**config.mk**
```make
export PLATFORM = sky130hd
export DESIGN_NAME = crm_command_exec
export DESIGN_NICKNAME = d
export VERILOG_FILES = /design/src/pkg/crm_exec_pkg.sv /design/src/logic/crc8_serial.sv /design/src/logic/crm_command_exec.sv
export SDC_FILE = /design/constraint.sdc
export NUM_CORES = 1
export LEC_CHECK = 0
export BUFFER_PORTS_ARGS = -buffer_cell sky130_fd_sc_hd__buf_2
export CAP_MARGIN = 20
export CORE_ASPECT_RATIO = 1.25
export CORE_MARGIN = 2
export CORE_UTILIZATION = 40
export DETAILED_ROUTE_END_ITERATION = 12
export PLACE_DENSITY = 0.55
export SLEW_MARGIN = 25
export SYNTH_ARGS = -nofsm -noshare
export SYNTH_HDL_FRONTEND = slang
export SYNTH_SLANG_ARGS = --single-unit
```
**constraint.sdc**
```tcl
create_clock -name core_clk -period 5.7 [get_ports core_clk]
set_input_delay 0.57 -clock core_clk [delete_from_list [all_inputs] [get_ports core_clk]]
set_output_delay 0.57 -clock core_clk [all_outputs]
set_load 0.005 [all_outputs]
```
**src/pkg/crm_exec_pkg.sv**
```systemverilog
// constants and types for the command and response mode executor
package crm_exec_pkg;
  localparam logic [3:0] GLOBAL_ADDR = 4'h0;
  localparam logic [3:0] CMD_READ = 4'h0;
  localparam logic [3:0] CMD_WRITE = 4'h8;
  localparam logic [3:0] CMD_PERIODIC = 4'hb;
  localparam logic [7:0] CRC_SEED = 8'hff;
  localparam logic [7:0] CRC_POLY = 8'h2f;
  localparam logic [7:0] NODE_ADDR_REG = 8'h00;
  localparam int CHIP_LSB = 8;
  localparam logic [3:0] NODE_ADDR_RST = 4'h0;
  localparam logic [7:0] REG_RST = 8'h00;
  typedef enum logic [1:0] {
    ST_IDLE = 2'b00,
    ST_CHECK = 2'b01,
    ST_EXEC = 2'b10,
    ST_ANSWER = 2'b11
  } exec_state_t;
endpackage
```
**src/logic/crc8_serial.sv**
```systemverilog
// serial crc8 over a 32-bit word, msb first, seeded ones
`timescale 1ns/1ns
module crc8_serial (
  input wire logic [31:0] word,
  output logic [7:0] remainder
);
  always_comb begin
    logic [7:0] sr;
    logic fb;
    sr = crc_exec_seed();
    fb = 1'b0;
    for (int i = 31; i >= 0; i--) begin
      fb = sr[7];
      sr = {sr[6:0], word[i]};
      if (fb) begin
        sr = sr ^ crm_exec_pkg::CRC_POLY;
      end
    end
    remainder = sr;
  end

  function automatic logic [7:0] crc_exec_seed();
    return crm_exec_pkg::CRC_SEED;
  endfunction
endmodule // crc8_serial

```
**src/logic/crm_command_exec.sv**
```systemverilog
// command executor for command and response mode
`timescale 1ns/1ns
module crm_command_exec #(
  parameter int NUM_REGS = 64
) (
  input wire logic core_clk,
  input wire logic srst,
  input wire logic cmdValid,
  input wire logic [31:0] cmdWord,
  input wire logic [NUM_REGS-1:0] regReadable,
  input wire logic [NUM_REGS-1:0] regWritable,
  input wire logic [NUM_REGS-1:0] regLockable,
  input wire logic [3:0] chipDurationSetting,
  input wire logic bgDiagEnable,
  output logic respValid,
  output logic [31:0] respWord,
  output logic [3:0] nodeAddress,
  output logic initDoneLock,
  output logic periodicMode,
  output logic cmdRespMode,
  output logic bgDiagActive,
  output logic userArrayVerify,
  output logic crcError
);
  localparam int AW = $clog2(NUM_REGS);
  localparam int CHIP_POS = crm_exec_pkg::CHIP_LSB;

  logic [7:0] regFile_r [NUM_REGS];
  logic [3:0] nodeAddr_r;
  logic lock_r;
  crm_exec_pkg::exec_state_t state_r;
  logic [31:0] cmd_r;
  logic [7:0] crcRem;
  logic [31:0] respWord_r;
  logic respValid_r;
  logic crcError_r;

  crc8_serial u_check (
    .word(cmd_r),
    .remainder(crcRem)
  );

  // response crc: message with a zero byte gives the remainder to send
  logic [7:0] respCrc;
  logic [31:0] respBody_nxt;
  crc8_serial u_gen (
    .word({respBody_nxt[31:8], 8'h00}),
    .remainder(respCrc)
  );

  logic [3:0] fAddr;
  logic [3:0] fCmd;
  logic [7:0] fRegAddr;
  logic [7:0] fData;
  logic addrMatch;
  logic isGlobal;
  logic [7:0] evenIdx;
  logic inMap;
  logic canWrite;
  logic doWrite;
  logic doAnswer;
  logic doPeriodic;

  assign fAddr = cmd_r[31:28];
  assign fCmd = cmd_r[27:24];
  assign fRegAddr = cmd_r[23:16];
  assign fData = cmd_r[15:8];
  assign addrMatch = (fAddr == nodeAddr_r);
  assign isGlobal = (fAddr == crm_exec_pkg::GLOBAL_ADDR);
  assign evenIdx = {fRegAddr[7:1], 1'b0};
  assign inMap = ({1'b0, fRegAddr} < 9'(NUM_REGS));

  // write permission also honours the init-done lock
  assign canWrite = inMap && regWritable[fRegAddr[AW-1:0]] &&
    !(lock_r && regLockable[fRegAddr[AW-1:0]]);

  always_comb begin
    doWrite = 1'b0;
    doAnswer = 1'b0;
    doPeriodic = 1'b0;
    if (!lock_r) begin
      unique case (fCmd)
        crm_exec_pkg::CMD_READ: begin
          doAnswer = addrMatch && !isGlobal;
        end
        crm_exec_pkg::CMD_WRITE: begin
          if (addrMatch && !isGlobal) begin
            doAnswer = 1'b1;
            doWrite = canWrite;
          end else if (isGlobal && nodeAddr_r == crm_exec_pkg::GLOBAL_ADDR
              && fRegAddr == crm_exec_pkg::NODE_ADDR_REG) begin
            doAnswer = 1'b1;
            doWrite = canWrite;
          end
        end
        crm_exec_pkg::CMD_PERIODIC: begin
          if (isGlobal) begin
            doPeriodic = 1'b1;
          end else if (addrMatch) begin
            doPeriodic = 1'b1;
            doAnswer = 1'b1;
          end
        end
        default: begin
          doAnswer = addrMatch && !isGlobal;
        end
      endcase
    end
  end

  function automatic logic [7:0] readByte(input logic [7:0] a,
      input logic [7:0] wa, input logic [7:0] wd, input logic we);
    logic [7:0] v;
    v = 8'h00;
    if ({1'b0, a} < 9'(NUM_REGS) && regReadable[a[AW-1:0]]) begin
      v = regFile_r[a[AW-1:0]];
      if (we && a == wa) begin
        v = wd;
      end
    end
    return v;
  endfunction

  // answer assembled from post-write contents of the even/odd pair
  always_comb begin
    logic [7:0] lo;
    logic [7:0] hi;
    logic [3:0] echoAddr;
    lo = readByte(evenIdx, fRegAddr, fData, doWrite);
    hi = readByte(evenIdx + 8'h01, fRegAddr, fData, doWrite);
    echoAddr = nodeAddr_r;
    if (fCmd == crm_exec_pkg::CMD_WRITE && doWrite &&
        fRegAddr == crm_exec_pkg::NODE_ADDR_REG) begin
      echoAddr = fData[3:0];
    end
    respBody_nxt = {echoAddr, fCmd, hi, lo, 8'h00};
    if (fCmd == crm_exec_pkg::CMD_PERIODIC) begin
      respBody_nxt[23:16] = 8'h00;
      respBody_nxt[15:8] = 8'h00;
      respBody_nxt[CHIP_POS+8 +: 4] = chipDurationSetting;
    end else if (fCmd != crm_exec_pkg::CMD_READ &&
        fCmd != crm_exec_pkg::CMD_WRITE) begin
      respBody_nxt[23:8] = 16'h0000;
    end
  end

  always_ff @(posedge core_clk) begin
    if (srst) begin
      state_r <= crm_exec_pkg::ST_IDLE;
      cmd_r <= 32'h0000_0000;
    end else begin
      unique case (state_r)
        crm_exec_pkg::ST_IDLE: begin
          if (cmdValid) begin
            cmd_r <= cmdWord;
            state_r <= crm_exec_pkg::ST_CHECK;
          end
        end
        crm_exec_pkg::ST_CHECK: begin
          if (crcRem == 8'h00) begin
            state_r <= crm_exec_pkg::ST_EXEC;
          end else begin
            state_r <= crm_exec_pkg::ST_IDLE;
          end
        end
        crm_exec_pkg::ST_EXEC: begin
          state_r <= crm_exec_pkg::ST_ANSWER;
        end
        crm_exec_pkg::ST_ANSWER: begin
          state_r <= crm_exec_pkg::ST_IDLE;
        end
      endcase
    end
  end

  logic execNow;
  assign execNow = (state_r == crm_exec_pkg::ST_EXEC);

  // register file; a write executes in the same cycle its answer is built
  always_ff @(posedge core_clk) begin
    if (srst) begin
      for (int i = 0; i < NUM_REGS; i++) begin
        regFile_r[i] <= crm_exec_pkg::REG_RST;
      end
    end else if (execNow && doWrite) begin
      regFile_r[fRegAddr[AW-1:0]] <= fData;
    end
  end

  always_ff @(posedge core_clk) begin
    if (srst) begin
      nodeAddr_r <= crm_exec_pkg::NODE_ADDR_RST;
    end else if (execNow && doWrite &&
        fRegAddr == crm_exec_pkg::NODE_ADDR_REG) begin
      nodeAddr_r <= fData[3:0];
    end
  end

  // lock is sticky until reset
  always_ff @(posedge core_clk) begin
    if (srst) begin
      lock_r <= 1'b0;
    end else if (execNow && doPeriodic) begin
      lock_r <= 1'b1;
    end
  end

  always_ff @(posedge core_clk) begin
    if (srst) begin
      respValid_r <= 1'b0;
      respWord_r <= 32'h0000_0000;
    end else begin
      respValid_r <= execNow && doAnswer;
      if (execNow && doAnswer) begin
        respWord_r <= {respBody_nxt[31:8], respCrc};
      end
    end
  end

  always_ff @(posedge core_clk) begin
    if (srst) begin
      crcError_r <= 1'b0;
    end else begin
      crcError_r <= (state_r == crm_exec_pkg::ST_CHECK) &&
        (crcRem != 8'h00);
    end
  end

  assign respValid = respValid_r;
  assign respWord = respWord_r;
  assign nodeAddress = nodeAddr_r;
  assign initDoneLock = lock_r;
  assign periodicMode = lock_r;
  assign cmdRespMode = !lock_r;
  assign bgDiagActive = lock_r && bgDiagEnable;
  assign userArrayVerify = lock_r;
  assign crcError = crcError_r;

  a_bad_crc_silent: assert property (@(posedge core_clk) disable iff (srst)
    (state_r == crm_exec_pkg::ST_CHECK && crcRem != 8'h00) |->
    ##[1:3] !respValid) else $error("answer after bad crc");
  a_lock_sticky: assert property (@(posedge core_clk) disable iff (srst)
    $rose(lock_r) |-> lock_r [*8]) else $error("lock dropped");
  a_lock_cause: assert property (@(posedge core_clk) disable iff (srst)
    $rose(lock_r) |-> $past(execNow && fCmd == crm_exec_pkg::CMD_PERIODIC))
    else $error("lock without periodic entry");
  a_global_read_drop: assert property (@(posedge core_clk) disable iff (srst)
    (execNow && isGlobal && fCmd == crm_exec_pkg::CMD_READ) |=> !respValid)
    else $error("global read answered");
  a_global_periodic_collection_mode: assert property (@(posedge core_clk) disable iff (srst)
    (execNow && !lock_r && isGlobal && fCmd == crm_exec_pkg::CMD_PERIODIC)
    |=> !respValid && lock_r) else $error("global periodic wrong");
  a_match_periodic_collection_mode: assert property (@(posedge core_clk) disable iff (srst)
    (execNow && !lock_r && !isGlobal && addrMatch &&
    fCmd == crm_exec_pkg::CMD_PERIODIC) |=> respValid &&
    respWord[19:16] == $past(chipDurationSetting) &&
    respWord[23:20] == 4'h0) else $error("periodic answer wrong");
  a_read_echo: assert property (@(posedge core_clk) disable iff (srst)
    (execNow && doAnswer && fCmd == crm_exec_pkg::CMD_READ) |=>
    respWord[31:24] == {$past(nodeAddr_r), crm_exec_pkg::CMD_READ})
    else $error("read echo wrong");
  a_one_answer: assert property (@(posedge core_clk) disable iff (srst)
    respValid |=> !respValid) else $error("double answer");
  a_global_write: assert property (@(posedge core_clk) disable iff (srst)
    (execNow && isGlobal && fCmd == crm_exec_pkg::CMD_WRITE &&
    nodeAddr_r != crm_exec_pkg::GLOBAL_ADDR) |=> !respValid)
    else $error("global write answered");
endmodule // crm_command_exec

```
Word-level counts from Yosys, hierarchy flattened
Memory sizes are Yosys's and may differ from the RTL's. A register that Yosys moved wholly into a read port is not among the register bits.
Index checks and enable logic that the tools add are counted.
{ "op_classes": {"add_sub_neg": 1, "multipliers": 0, "n_div": 0, "magnitude_cmp": 6, "n_eq_ne": 9, "shift": 0, "mux": 99, "n_bitwise": 65, "reduce_logical": 31} }
{ "op_table": {"columns": ["cell", "count"], "rows": [
  ["2-to-1 mux 6 bit", 61],
  ["NOT 5 bit", 64],
  ["2-to-1 mux 8 bit", 5],
  ["2-to-1 mux 16 bit", 2],
  ["< comparator 8 x 7 -> 1 bit (second input constant)", 3],
  ["2-to-1 mux 1 bit", 22],
  ["< comparator 6 x 7 -> 1 bit (second input constant)", 3],
  ["logical AND 1 bit", 19],
  ["binary-select mux 1 bit (select 6 bit)", 3],
  ["zero test 8 bit", 2],
  ["adder 8 x 1 -> 8 bit (second input constant)", 1],
  ["== test 4 bit (second input constant)", 2],
  ["== test 8 bit", 1],
  ["zero test 4 bit", 2],
  ["one-hot mux 2 bit (4 select lines)", 1],
  ["nonzero test 8 bit", 1],
  ["OR reduction 8 bit", 1],
  ["binary-select mux 1 bit (select 5 bit)", 1],
  ["== test 2 bit (second input constant)", 2],
  ["== test 4 bit", 1],
  ["2-to-1 mux 2 bit", 2],
  ["2-to-1 mux 4 bit", 1],
  ["!= test 4 bit (second input constant)", 1],
  ["nonzero test 4 bit", 1],
  ["7 further kinds", 9]
]} }
{ "word_totals": {"register_bits": 73, "latchBits": 0, "mem_bits_rw": 512, "mem_bits_ro": 0, "inputBits": 232, "output_inout_bits": 43, "elab_cells": 219, "memories": 1} }
{ "memory_table": {"columns": ["memory", "depth", "width", "read_ports", "rd_ports_with_merged_regs", "wr", "line", "text"], "rows": [
  ["regFile_r", 64, 8, 2, 1, 64, "crm_command_exec.sv:28", "logic [7:0] regFile_r [NUM_REGS];"]
]} }

Logic depth before layout (Yosys ltp)
Gate-level depths: netlist (run 1).
{ "logic_depth": {"word_depth": 73, "ltp_mapped": 20, "ltp_nobuf": 14} }

Hierarchy
Synthesis (run 1) repeated with hierarchy kept, for this count alone.
{ "hier_totals": {"hier_cells": 2184, "area_unflattened_um2": 30352.9} }
{ "by_module_without_submodules": {"columns": ["module", "instances", "cells_each", "area_per_inst_um2", "seq_area_each_um2"], "rows": [
  ["crm_command_exec", 1, 2036, 28433.5, 16936.2],
  ["crc8_serial", 2, 74, 959.7, 0.0]
]} }

Worst setup path before layout (run 1)
No wires, ideal clock.
{ "synth_path": {"path_kind": "register to register", "startpoint": "reg cmd_r[22]", "endpoint": "reg respWord_r[2], in the netlist respWord[2]", "setup_time_ns": 0.131, "arrival_time_ns": 4.306, "t_required_ns": 5.569, "slack_ns": 1.264, "path_stages_with_launch": 16, "n_path_buf": 1, "synth_period_minus_slack_ns": 4.436, "cell_sequence": "dfxtp_1 -> buf_6 -> or4_4 -> nor2_4 -> and3_2 -> nand2_4 -> a211oi_4 -> mux2_2 -> a21oi_1 -> xor2_1 -> xnor3_2 -> xnor3_2 -> xnor3_2 -> xnor3_1 -> nand2_1 -> a21oi_2"} }
{ "synth_between": {"elab_chain_len": 47, "word_cells_on_any_way": 91, "cone_classes": "add/sub: 1; order compare: 3; eq/ne: 1; mux: 44; bitwise: 31; reduce/logical: 11"} }
{ "synth_rtl": {"columns": ["item", "line", "text"], "rows": [
  ["start: declaration", "crm_command_exec.sv:32", "logic [31:0] cmd_r;"],
  ["start signal: assignment", "crm_command_exec.sv:155", "cmd_r <= cmdWord;"],
  ["< comparator 8 x 7 -> 1 bit", "crm_command_exec.sv:71", "assign inMap = ({1'b0, fRegAddr} < 9'(NUM_REGS));"],
  ["logical AND 1 bit (2 in a row)", "crm_command_exec.sv:74", "assign canWrite = inMap && regWritable[fRegAddr[AW-1:0]] &&"],
  ["2-to-1 mux 1 bit", "crm_command_exec.sv:90", "end else if (isGlobal && nodeAddr_r == crm_exec_pkg::GLOBAL_ADDR"],
  ["2-to-1 mux 1 bit", "crm_command_exec.sv:87", "if (addrMatch && !isGlobal) begin"],
  ["2-to-1 mux 1 bit", "crm_command_exec.sv:82", "unique case (fCmd)"],
  ["2-to-1 mux 1 bit", "crm_command_exec.sv:81", "if (!lock_r) begin"],
  ["logical AND 1 bit (2 in a row)", "crm_command_exec.sv:132", "if (fCmd == crm_exec_pkg::CMD_WRITE && doWrite &&"],
  ["2-to-1 mux 4 bit", "crm_command_exec.sv:132", null],
  ["[28 not listed]", null, null],
  ["2-to-1 mux 6 bit", "crc8_serial.sv:15", "if (fb) begin"],
  ["2-to-1 mux 6 bit / NOT 5 bit (equally long branches)", null, null],
  ["NOT 5 bit (no line) / 2-to-1 mux 6 bit (equally long branches)", null, null],
  ["2-to-1 mux 6 bit / NOT 5 bit (equally long branches) (2 in a row)", null, null],
  ["NOT 5 bit (no line) / 2-to-1 mux 6 bit (equally long branches)", null, null],
  ["2-to-1 mux 6 bit / NOT 5 bit (equally long branches)", null, null],
  ["NOT 5 bit (no line) / 2-to-1 mux 6 bit (equally long branches)", null, null],
  ["2-to-1 mux 6 bit", "crc8_serial.sv:15", null],
  ["end signal: assignment", "crm_command_exec.sv:215", "respWord_r <= {respBody_nxt[31:8], respCrc};"],
  ["end: declaration", "crm_command_exec.sv:34", "logic [31:0] respWord_r;"]
]} }
Parallel ways exist; a longest one is shown, timed or not.
A chain may end at the register's enable or synchronous reset.

Worst setup path after layout (run 1)
{ "layout_path": {"startpoint": "reg cmd_r[16]", "endpoint": "reg respWord_r[2], in the netlist respWord[2]"} }
{ "layout_between": {"elab_chain_len": 49, "word_cells_on_any_way": 93, "cone_classes": "order compare: 1; eq/ne: 1; mux: 48; bitwise: 32; reduce/logical: 11"} }
{ "layout_rtl": {"columns": ["item", "line", "text"], "rows": [
  ["binary-select mux 1 bit (select 6 bit)", "crm_command_exec.sv:75", "!(lock_r && regLockable[fRegAddr[AW-1:0]]);"],
  ["2-to-1 mux 1 bit (implied by the code)", "crm_command_exec.sv:75", null],
  ["logical AND 1 bit", "crm_command_exec.sv:75", null],
  ["zero test 1 bit", "crm_command_exec.sv:75", null],
  ["logical AND 1 bit", "crm_command_exec.sv:74", null],
  ["2-to-1 mux 1 bit", "crm_command_exec.sv:90", null],
  ["2-to-1 mux 1 bit", "crm_command_exec.sv:87", null],
  ["2-to-1 mux 1 bit", "crm_command_exec.sv:82", null],
  ["[32 not listed]", null, null],
  ["2-to-1 mux 6 bit", "crc8_serial.sv:15", null],
  ["2-to-1 mux 6 bit / NOT 5 bit (equally long branches)", null, null],
  ["NOT 5 bit (no line) / 2-to-1 mux 6 bit (equally long branches)", null, null],
  ["2-to-1 mux 6 bit / NOT 5 bit (equally long branches) (2 in a row)", null, null],
  ["NOT 5 bit (no line) / 2-to-1 mux 6 bit (equally long branches)", null, null],
  ["2-to-1 mux 6 bit / NOT 5 bit (equally long branches)", null, null],
  ["NOT 5 bit (no line) / 2-to-1 mux 6 bit (equally long branches)", null, null],
  ["2-to-1 mux 6 bit", "crc8_serial.sv:15", null]
]} }
Parallel ways exist; a longest one is shown, timed or not. The select of a mux whose other input is x is not followed.

==> run metrics, run 1 <==
I/O pin count 275; initial antenna violation count 0; Final period util 0.931; CTS Hold Bufs 0; final wirelength 80.4 mm; Final nets around 2.6k; Cell variety after synth 71; Hold Path End cmd_r[27]; crit path DAT 5.79 ns; Worst slew margin 0.318; router iterations before antenna repair 6; CP startpoint kind flip-flop; VDD IR max 0.000301 V; Reg area 17,000 um2; filler cell count between 6k and 7k; Hold Crit Class in2reg; most common cell after layout, fill and taps aside edfxtp_1; synthesis-to-layout area growth 13.1%; via count of the first global-routing pass 19.1k; CTS clock-pin slew for the worst setup and hold paths 0.07 ns; share of power burned in registers 0.445; Yosys reg bits 590; die area 75,900 um2; CTS H-tree lvls 2; core area 73,200 um2; fmax 188 MHz; Crit-path slowest cell dfxtp_2; CTS tree yes; Reg2Reg Depth 14; mean routed wirelength per cell 24.0 um; area post-placement 31,500 um2; Critical R2R Capture respWord[2]; vias about 18k; RR Startpoint cmd_r[16]; CTS resizes 0; # diodes 0; DRT antenna net count 0; synthesized cell area 29,500 um2; hold path start cmdWord[27]; Worst-Margin Slew roughly 1 ns; DRT iter0 DRCs between 1k and 1.5k; status complete, no violations; Max Slew Vio Count 0; Non-Filler Instances around 3.4k; Sum Neg Setup Slack 0 ns; Longest Clk Path Bufs 3; max cap viols 0; yosys warns 0; CP cell instances mux2i_1, a22oi_1, nand3_1, and4_1, a211oi_4, mux2_2, a21oi_1, xor2_1, xnor3_2, xnor3_2, xnor3_2, xnor3_1, nand2_1, a21oi_2; Net Sw Frac 0.266; Synth Flop Type edfxtp_1; crit-path most repeated cell xnor3_2; largest net degree at the start of global routing 76; placed cells 3,251; num rows 111; Die Span X 247 um; CP Capture Type flip-flop; die height around 310 um; CTS Sinks 590; Final Hold Viols 0; DR vias/cell 5.46; syn_area_per_cell 13.4 um2; final setup fails 0; Placer Congestion 0.925; global-route wire length before repair 121 mm; cell area after layout between 30,000 and 40,000 um2; root buf cell clkbuf_16; setup bufs post-CTS 0; GRT Total Usage 0.212; Req. time, crit path 6.18 ns; DRC errors left 0; Post-synth EDFFs 512; GRT Residual Overflow 0; Multi-input gate area between 10,000 and 15,000 um2; commonest non-fill, non-tap cells in the layout edfxtp_1 (512), and2_1 (387), buf_2 (209), mux4_2 (165), nand2_1 (140); ranking of synthesized cells by area edfxtp_1 (52%), mux4_2 (13%), and2_1 (8.2%); crit path launch cmd_r[16]; Synth async-reset ratio 0; sequential share of the synthesized area 0.574; clock power share 0.346; Synth top area share 0.521; clk_lat worst skew around 0.63 ns; Cell Int Power 8100 uW; unrepaired setup endpoints after global routing false; Hold Path Depth 3; Synth area leader edfxtp_1; Net Sw Power 2940 uW; post-layout min period 5.31 ns; Crit Path Class reg2reg; worst clock skew between 0.02 and 0.025 ns; Leak 0.0118 uW; hold_ws 0.175 ns; Initial Util 0.403; critical path fanouts, max 28; CTS buffer count 57; Logic pwr share 0.208; Syn Nets 2,436; Reg2Reg Setup Slack 0.39 ns; PortBufs 210; Largest stage delay, worst path 0.86 ns; DP HPWL about 55 mm; Mapped Cells 2,204; fraction of layout instances using a drive strength above 1 0.270; power density cells 331 nW/um2
worst max-delay path by stage:
stage / end / slack (ns)
floorplan: respWord[2] / 1.26
global placement: respWord[2] / 0.41
detailed placement: respWord[2] / 0.36
CTS: respWord[2] / 0.34
global route: respWord[2] / 0.11
finish: respWord[2] / 0.39
logic make-up (layout without fill, tap and decap cells):
| logic type | Yosys count | in the layout | share of synthesized area |
|---|---|---|---|
| xor+xnor | 150 | 150 | 0.0515 |
| simple gates | 898 | 898 | 0.167 |
| buf+inv | 204 | 393 | 0.0315 |
| compound gates | 149 | 149 | 0.0332 |
| flops | 590 | 590 | 0.574 |
| mux | 213 | 213 | 0.142 |
routing by layer:
metal	part of all wire	wire (um)	GRT usage
met2	0.52	41900	0.382
met1	0.40	32300	0.263
met3	0.049	3960	0.0295
met5	0	0	0
met4	0.028	2270	0.0654
state kept, by name (all words and copies together) (netlist names), named ones only:
| register | count |
|---|---|
| cmd_r | 32 |
| crcError | 1 |
| initDoneLock | 1 |
| nodeAddress | 4 |
| regFile_r | 512 |
| respValid | 1 |
| respWord | 32 |
| state_r | 1 |
layout make-up:
class                      instances  share of cell area
clock inverter                    24             0.00750
timing repair buffer             286              0.0502
sequential                       590               0.509
clock buffer                      78              0.0480
multi-input combinational       1410               0.349
tap                              960              0.0360
inverter                           5            0.000563
per-stage QoR:
step / util / total power, uW / setup slack [ns]
after global routing: 0.456 / 11500 / 0.109
after detailed placement: 0.430 / 7320 / 0.356
after floorplan: - / 6730 / 1.26
final: 0.456 / 11000 / 0.393
after CTS: 0.456 / 11100 / 0.336
after global placement: 0.430 / 7300 / 0.413
worst max-delay path: cells and delay by family (launching register included):
kind | cells | cell delay (ns)
compound gates | 4 | 1.22
xor+xnor | 5 | 1.88
flops | 1 | 0.86
mux | 2 | 0.62
simple gates | 3 | 0.57
power by group through the flow:
stage	clock network (uW)	logic, uW	registers, uW
floorplan	0	1800	4930
global placement	0	2300	5000
detailed placement	0	2310	5010
CTS	3900	2320	4920
global route	4050	2510	4930
finish	3830	2300	4920
synthesized netlist by cell type, drive strengths merged (7+ instances only):
cell,instances
nand2,142
xor2,34
nand3,12
xnor2,107
edfxtp,512
a211oi,12
mux4,165
clkbuf,144
nor2,102
and2,389
buf,55
nor3,135
o22ai,30
nor4,9
o21ai,7
a21oi,61
or2,65
dfxtp,78
mux2i,45
a22oi,22
xnor3,7
No activity file was read; power rests on OpenSTA's default activity.
==> inputs of run 2 (changes only) <==
--- a/config.mk
+++ b/config.mk
@@ -5,13 +5,14 @@
 export SDC_FILE = /design/constraint.sdc
 export NUM_CORES = 1
 export LEC_CHECK = 0
-export BUFFER_PORTS_ARGS = -buffer_cell sky130_fd_sc_hd__buf_2
 export CAP_MARGIN = 20
 export CORE_ASPECT_RATIO = 1.25
 export CORE_MARGIN = 2
-export CORE_UTILIZATION = 40
+export CORE_UTILIZATION = 50
 export DETAILED_ROUTE_END_ITERATION = 12
-export PLACE_DENSITY = 0.55
+export DONT_BUFFER_PORTS = 1
+export PLACE_DENSITY = 0.63
+export REMOVE_ABC_BUFFERS = 1
 export SLEW_MARGIN = 25
 export SYNTH_ARGS = -nofsm -noshare
 export SYNTH_HDL_FRONTEND = slang
==> run 2 against run 1 <==
Core utilization grew 9.2 points; clock power shrank 1%; sequential power is essentially flat; power shrank 1.8%; flip-flop and latch count is the same; maximum frequency shrank 0.70%; critical endpoint unchanged; largest cell class unchanged.
==> run metrics, run 2 (synthesis gave the netlist of run 1 again) <==
root buf cell clkbuf_16; Longest Clk Path Bufs 3; CTS Sinks 590; Net Sw Power 2870 uW; post-layout min period 5.34 ns; clock power share 0.349; PortBufs 0; CP startpoint kind flip-flop; share of power burned in registers 0.455; critical path fanouts, max 18; via count of the first global-routing pass 17.8k; fmax between 150 and 200 MHz; Crit-path slowest cell dfxtp_2; DRT antenna net count 0; die height between 200 and 300 um; power density cells roughly 340 nW/um2; Hold Path End cmd_r[8]; Leak 0.0108 uW; Reg2Reg Depth 15; Hold Path Depth 2; worst slack at placement 0.463 ns; crit path DAT 5.85 ns; fraction of layout instances using a drive strength above 1 0.197; I/O pin count 275; CTS tree yes; CP cell instances buf_4, mux2i_1, a22oi_1, nand3_1, and3b_2, a211oi_4, mux2i_1, xor2_2, xnor2_4, xnor3_2, xnor3_2, xnor3_2, xnor3_1, nand2_1, a21oi_2; largest net degree at the start of global routing 141; Worst slew margin 0.311; mean routed wirelength per cell ~26 um; number of flip-flops in the largest register just over 500; Logic pwr share 0.196; Die Span X 221 um; placed cells about 2.8k; Crit Path Class reg2reg; worst clock skew 0.0355 ns; GRT Residual Overflow 0; commonest non-fill, non-tap cells in the layout edfxtp_1 (512), and2_1 (388), mux4_2 (165), nand2_1 (140), nor3_1 (133); Worst-Margin Slew 1.03 ns; DRC errors left 0; final wirelength a little under 80 mm; Final nets 2,361; hold path start cmdWord[8]; DP HPWL ~53 mm; most common cell after layout, fill and taps aside edfxtp_1; Reg2Reg Setup Slack ~0.36 ns; CTS H-tree lvls 2; vias 17.7k; GRT Total Usage 0.253; crit-path most repeated cell xnor3_2; Initial Util 0.506; DRT iter0 DRCs roughly 1.8k; Net Sw Frac 0.265; CTS buffer count 58; CP Capture Type flip-flop; Final period util 0.938; num rows 99; Max Slew Vio Count 0; CTS resizes 0; Largest stage delay, worst path 0.74 ns; Top reg by flops regFile_r; synthesis-to-layout area growth 8.30%; Non-Filler Instances approximately 2.9k; post-route setup slack ~0.36 ns; Cell Int Power 7970 uW; max cap viols 0; DR vias/cell 6.01; RR Startpoint cmd_r[16]; Req. time, crit path 6.21 ns; global-route wire length before repair 115 mm; CTS clock-pin slew for the worst setup and hold paths 0.06 ns; initial antenna violation count 11; core area 58,300 um2; die area 61,000 um2; Hold Crit Class in2reg; Critical R2R Capture respWord[2]; Placer Congestion 0.858; VDD IR max 0.000397 V; setup bufs post-CTS 0; CTS Hold Bufs 0; unrepaired setup endpoints after global routing false; status complete, no violations; final setup fails 0; router iterations before antenna repair 5; clk_lat worst skew approximately 0.63 ns; Final Hold Viols 0
## run 2: worst max path at each step
| stage | from | end | slack, ns | cells past startpoint |
|---|---|---|---|---|
| after floorplan | cmd_r[17] | respWord[2] | -2.40 | 14 |
| after global placement | cmd_r[16] | respWord[2] | 0.47 | 15 |
| after detailed placement | cmd_r[16] | respWord[2] | 0.46 | 15 |
| after CTS | cmd_r[16] | respWord[2] | 0.42 | 15 |
| after global routing | cmd_r[19] | respWord[2] | 0.06 | 14 |
| final | cmd_r[16] | respWord[2] | 0.36 | 15 |
## run 2: area by class of cell
class	count	area, um2
Fill cell	4792	26400
Sequential cell	590	17000
Multi-Input combinational cell	1410	11600
Clock buffer	71	1550
Tap cell	757	947
Timing Repair Buffer	64	518
Clock inverter	36	299
Inverter	5	18.8
Antenna cell	3	7.51
## run 2: critical path, delay by kind of cell (launching register included)
family / cells / cell delay [ns]
AO/OA/AOI/OAI: 3 / 0.74
XOR/XNOR: 6 / 2.22
buffers and inverters: 1 / 0.42
flip-flops: 1 / 0.74
multiplexers: 2 / 0.55
AND/OR/NAND/NOR: 3 / 0.54
## run 2: per-stage QoR
stage | TNS [ns] | hold slack (ns) | utilization | area (um2) | power [uW]
2_1_floorplan | -704.68 | 0.439 | - | 28600 | 6700
3_3_place_gp | 0 | 0.464 | 0.516 | 30100 | 7140
3_5_place_dp | 0 | 0.461 | 0.516 | 30100 | 7170
4_1_cts | 0 | 0.0266 | 0.547 | 31900 | 10900
5_1_grt | 0 | 0.0490 | 0.547 | 31900 | 11300
6_report | 0 | 0.0687 | 0.547 | 31900 | 10800
## run 2: power by group through the flow
stage	clock network (uW)	logic, uW	registers, uW
final	3780	2130	4930
after global routing	3990	2320	4950
after CTS	3820	2150	4930
after detailed placement	0	2140	5030
after global placement	0	2130	5010
after floorplan	0	1670	5020
## run 2: routing by layer
metal,vias to the layer above,wire length (um),global-route usage
met3,144,5620,0.0549
met1,8958,31100,0.334
li1,7897,-,-
met2,648,38300,0.419
met4,12,2660,0.0885
met5,-,76,0
==> inputs of run 3 (changes only) <==
--- a/config.mk
+++ b/config.mk
@@ -11,7 +11,7 @@
 export CORE_UTILIZATION = 50
 export DETAILED_ROUTE_END_ITERATION = 12
 export DONT_BUFFER_PORTS = 1
-export PLACE_DENSITY = 0.63
+export PLACE_DENSITY = 0.76
 export REMOVE_ABC_BUFFERS = 1
 export SLEW_MARGIN = 25
 export SYNTH_ARGS = -nofsm -noshare
==> run 3 against run 2 <==
Sequential power about the same; design area about the same; core utilization about the same; non-clock buffer count up 1; maximum frequency shrank 2.2%; wire length shrank 4.2%; largest power group unchanged; combinational power hardly changed; clock-buffer cell count increased by 10; power hardly changed.
==> run metrics, run 3 (synthesis gave the netlist of run 1 again) <==
Hold Crit Class in2reg; Worst slew margin 0.297; worst clock skew 0.0342 ns; fmax 183 MHz; Leak 0.0109 uW; crit-path most repeated cell xnor3_2; crit-path leading delay family XOR/XNOR gates; largest net degree at the start of global routing ~130; Initial Util 0.506; status complete, no violations; Die Span X 221 um; placed cells 2,826; power density cells 339 nW/um2; area post-placement ~30,000 um2; Final Hold Viols 0; Req. time, crit path 6.19 ns; initial antenna violation count 5; Crit-path slowest cell dfxtp_2; CTS H-tree lvls 2; DR vias/cell slightly above 6; crit path DAT 5.95 ns; critical path fanouts, max 15; vias 18.0k; CTS Sinks 590; Non-Filler Instances ~2.9k; CP cell instances mux4_2, nand2_1, o211ai_1, and3b_2, a211oi_4, mux2_2, a21oi_1, xor2_1, xnor3_2, xnor3_2, xnor3_2, xnor3_1, nand2_1, a21oi_2; crit path launch cmd_r[16]; Hold Path End cmd_r[2]; Crit Path Class reg2reg; Max Slew Vio Count 0; router iterations before antenna repair 7; Final period util 0.959; DP HPWL slightly above 50 mm; fraction of layout instances using a drive strength above 1 0.195; VDD IR max between 0.0002 and 0.0003 V; post-layout min period 5.46 ns; Largest stage delay, worst path about 0.76 ns; num rows slightly below 100; Worst-Margin Slew 1.05 ns; Critical R2R Capture respWord[2]; CP Buf/Inv Count 0; root buf cell clkbuf_16; synthesis-to-layout area growth 8.33%; GRT Total Usage 0.239; CP Capture Type flip-flop; CTS buffer count 57; CTS clock-pin slew for the worst setup and hold paths about 0.060 ns; Final nets 2,361; clk_lat worst skew 0.63 ns; Longest Clk Path Bufs 3; via count of the first global-routing pass between 15k and 20k; Reg2Reg Depth 14; commonest non-fill, non-tap cells in the layout edfxtp_1 (512), and2_1 (388), mux4_2 (165), nand2_1 (141), nor3_1 (133); PortBufs 0; most common cell after layout, fill and taps aside edfxtp_1; final setup fails 0; RR Startpoint cmd_r[16]; die area 61,000 um2; CP startpoint kind flip-flop; DRC errors left 0; CTS tree yes; number of flip-flops in the largest register slightly above 500; GRT Residual Overflow 0; die height roughly 280 um; unrepaired setup endpoints after global routing false; core area between 50,000 and 60,000 um2; Reg2Reg Setup Slack 0.24 ns; Hold Path Depth 1; global-route wire length before repair 110 mm; max cap viols 0; hold path start srst; cell area after layout 31,900 um2; Top reg by flops regFile_r; DRT iter0 DRCs 1,789; mean routed wirelength per cell 25.4 um; I/O pin count 275; final wirelength roughly 74 mm; Placer Congestion 0.929; DRT antenna net count 0
[run 3: cell types whose count changed in the layout (fill, tap and decap cells not counted), sizes merged]
cell and change:
dlygate4sd3 +1, inv -1, diode -2, clkbuf +10
clkinv -8, clkinvlp -2
[run 3: repair_timing]
item / in CTS / in global routing
resized for setup: 0 / 0
hold buffers: 1 / 0
buffers inserted: 0 / 0
endpoints found under the hold margin: 9 / 0
[run 3: through the flow]
stage                     setup TNS (ns)   util  power, uW  hold slack [ns]  worst slack [ns]
final                                  0  0.548      10800           0.0377             0.235
after global routing                   0  0.548      11200           0.0161            0.0686
after CTS                              0  0.548      10900          0.00227             0.296
after detailed placement               0  0.516       7170            0.458             0.350
after global placement                 0  0.516       7120            0.454             0.369
after floorplan                  -704.68      -       6700            0.439             -2.40
[run 3: area by class of cell]
class / instances / area (um2)
Multi-Input combinational cell: 1410 / 11600
Fill cell: 4582 / 26400
Sequential cell: 590 / 17000
Timing Repair Buffer: 65 / 553
Inverter: 5 / 18.8
Clock inverter: 25 / 243
Tap cell: 757 / 947
Antenna cell: 1 / 2.50
Clock buffer: 81 / 1590
[run 3: worst register-to-register path: stages, from the launching register on]
cell	delay, ns
dfxtp_2	0.76
mux4_2	0.35
nand2_1	0.05
o211ai_1	0.47
and3b_2	0.32
a211oi_4	0.50
mux2_2	0.41
a21oi_1	0.25
xor2_1	0.42
xnor3_2	0.40
xnor3_2	0.44
xnor3_2	0.45
xnor3_1	0.34
nand2_1	0.10
a21oi_2	0.06
[run 3: report_power, final]
group | leakage [uW] | total [uW] | internal, uW | switching [uW]
clock network | 0.000895 | 3760 | 2120 | 1640
logic | 0.00403 | 2160 | 1040 | 1110
registers | 0.00593 | 4930 | 4820 | 113
[run 3: worst max-delay path by stage]
stage / end / slack [ns] / depth (start not counted)
CTS: respWord[2] / 0.30 / 14
detailed placement: respWord[2] / 0.35 / 14
floorplan: respWord[2] / -2.40 / 14
global placement: respWord[2] / 0.37 / 14
global route: respWord[2] / 0.07 / 14
finish: respWord[2] / 0.24 / 14
[run 3: routing by layer]
layer | track usage | up-vias | share of wire
met5 | 0 | - | 0.00052
met4 | 0.100 | 6 | 0.042
met3 | 0.0393 | 182 | 0.076
met2 | 0.413 | 846 | 0.51
met1 | 0.301 | 9074 | 0.37
li1 | - | 7892 | -
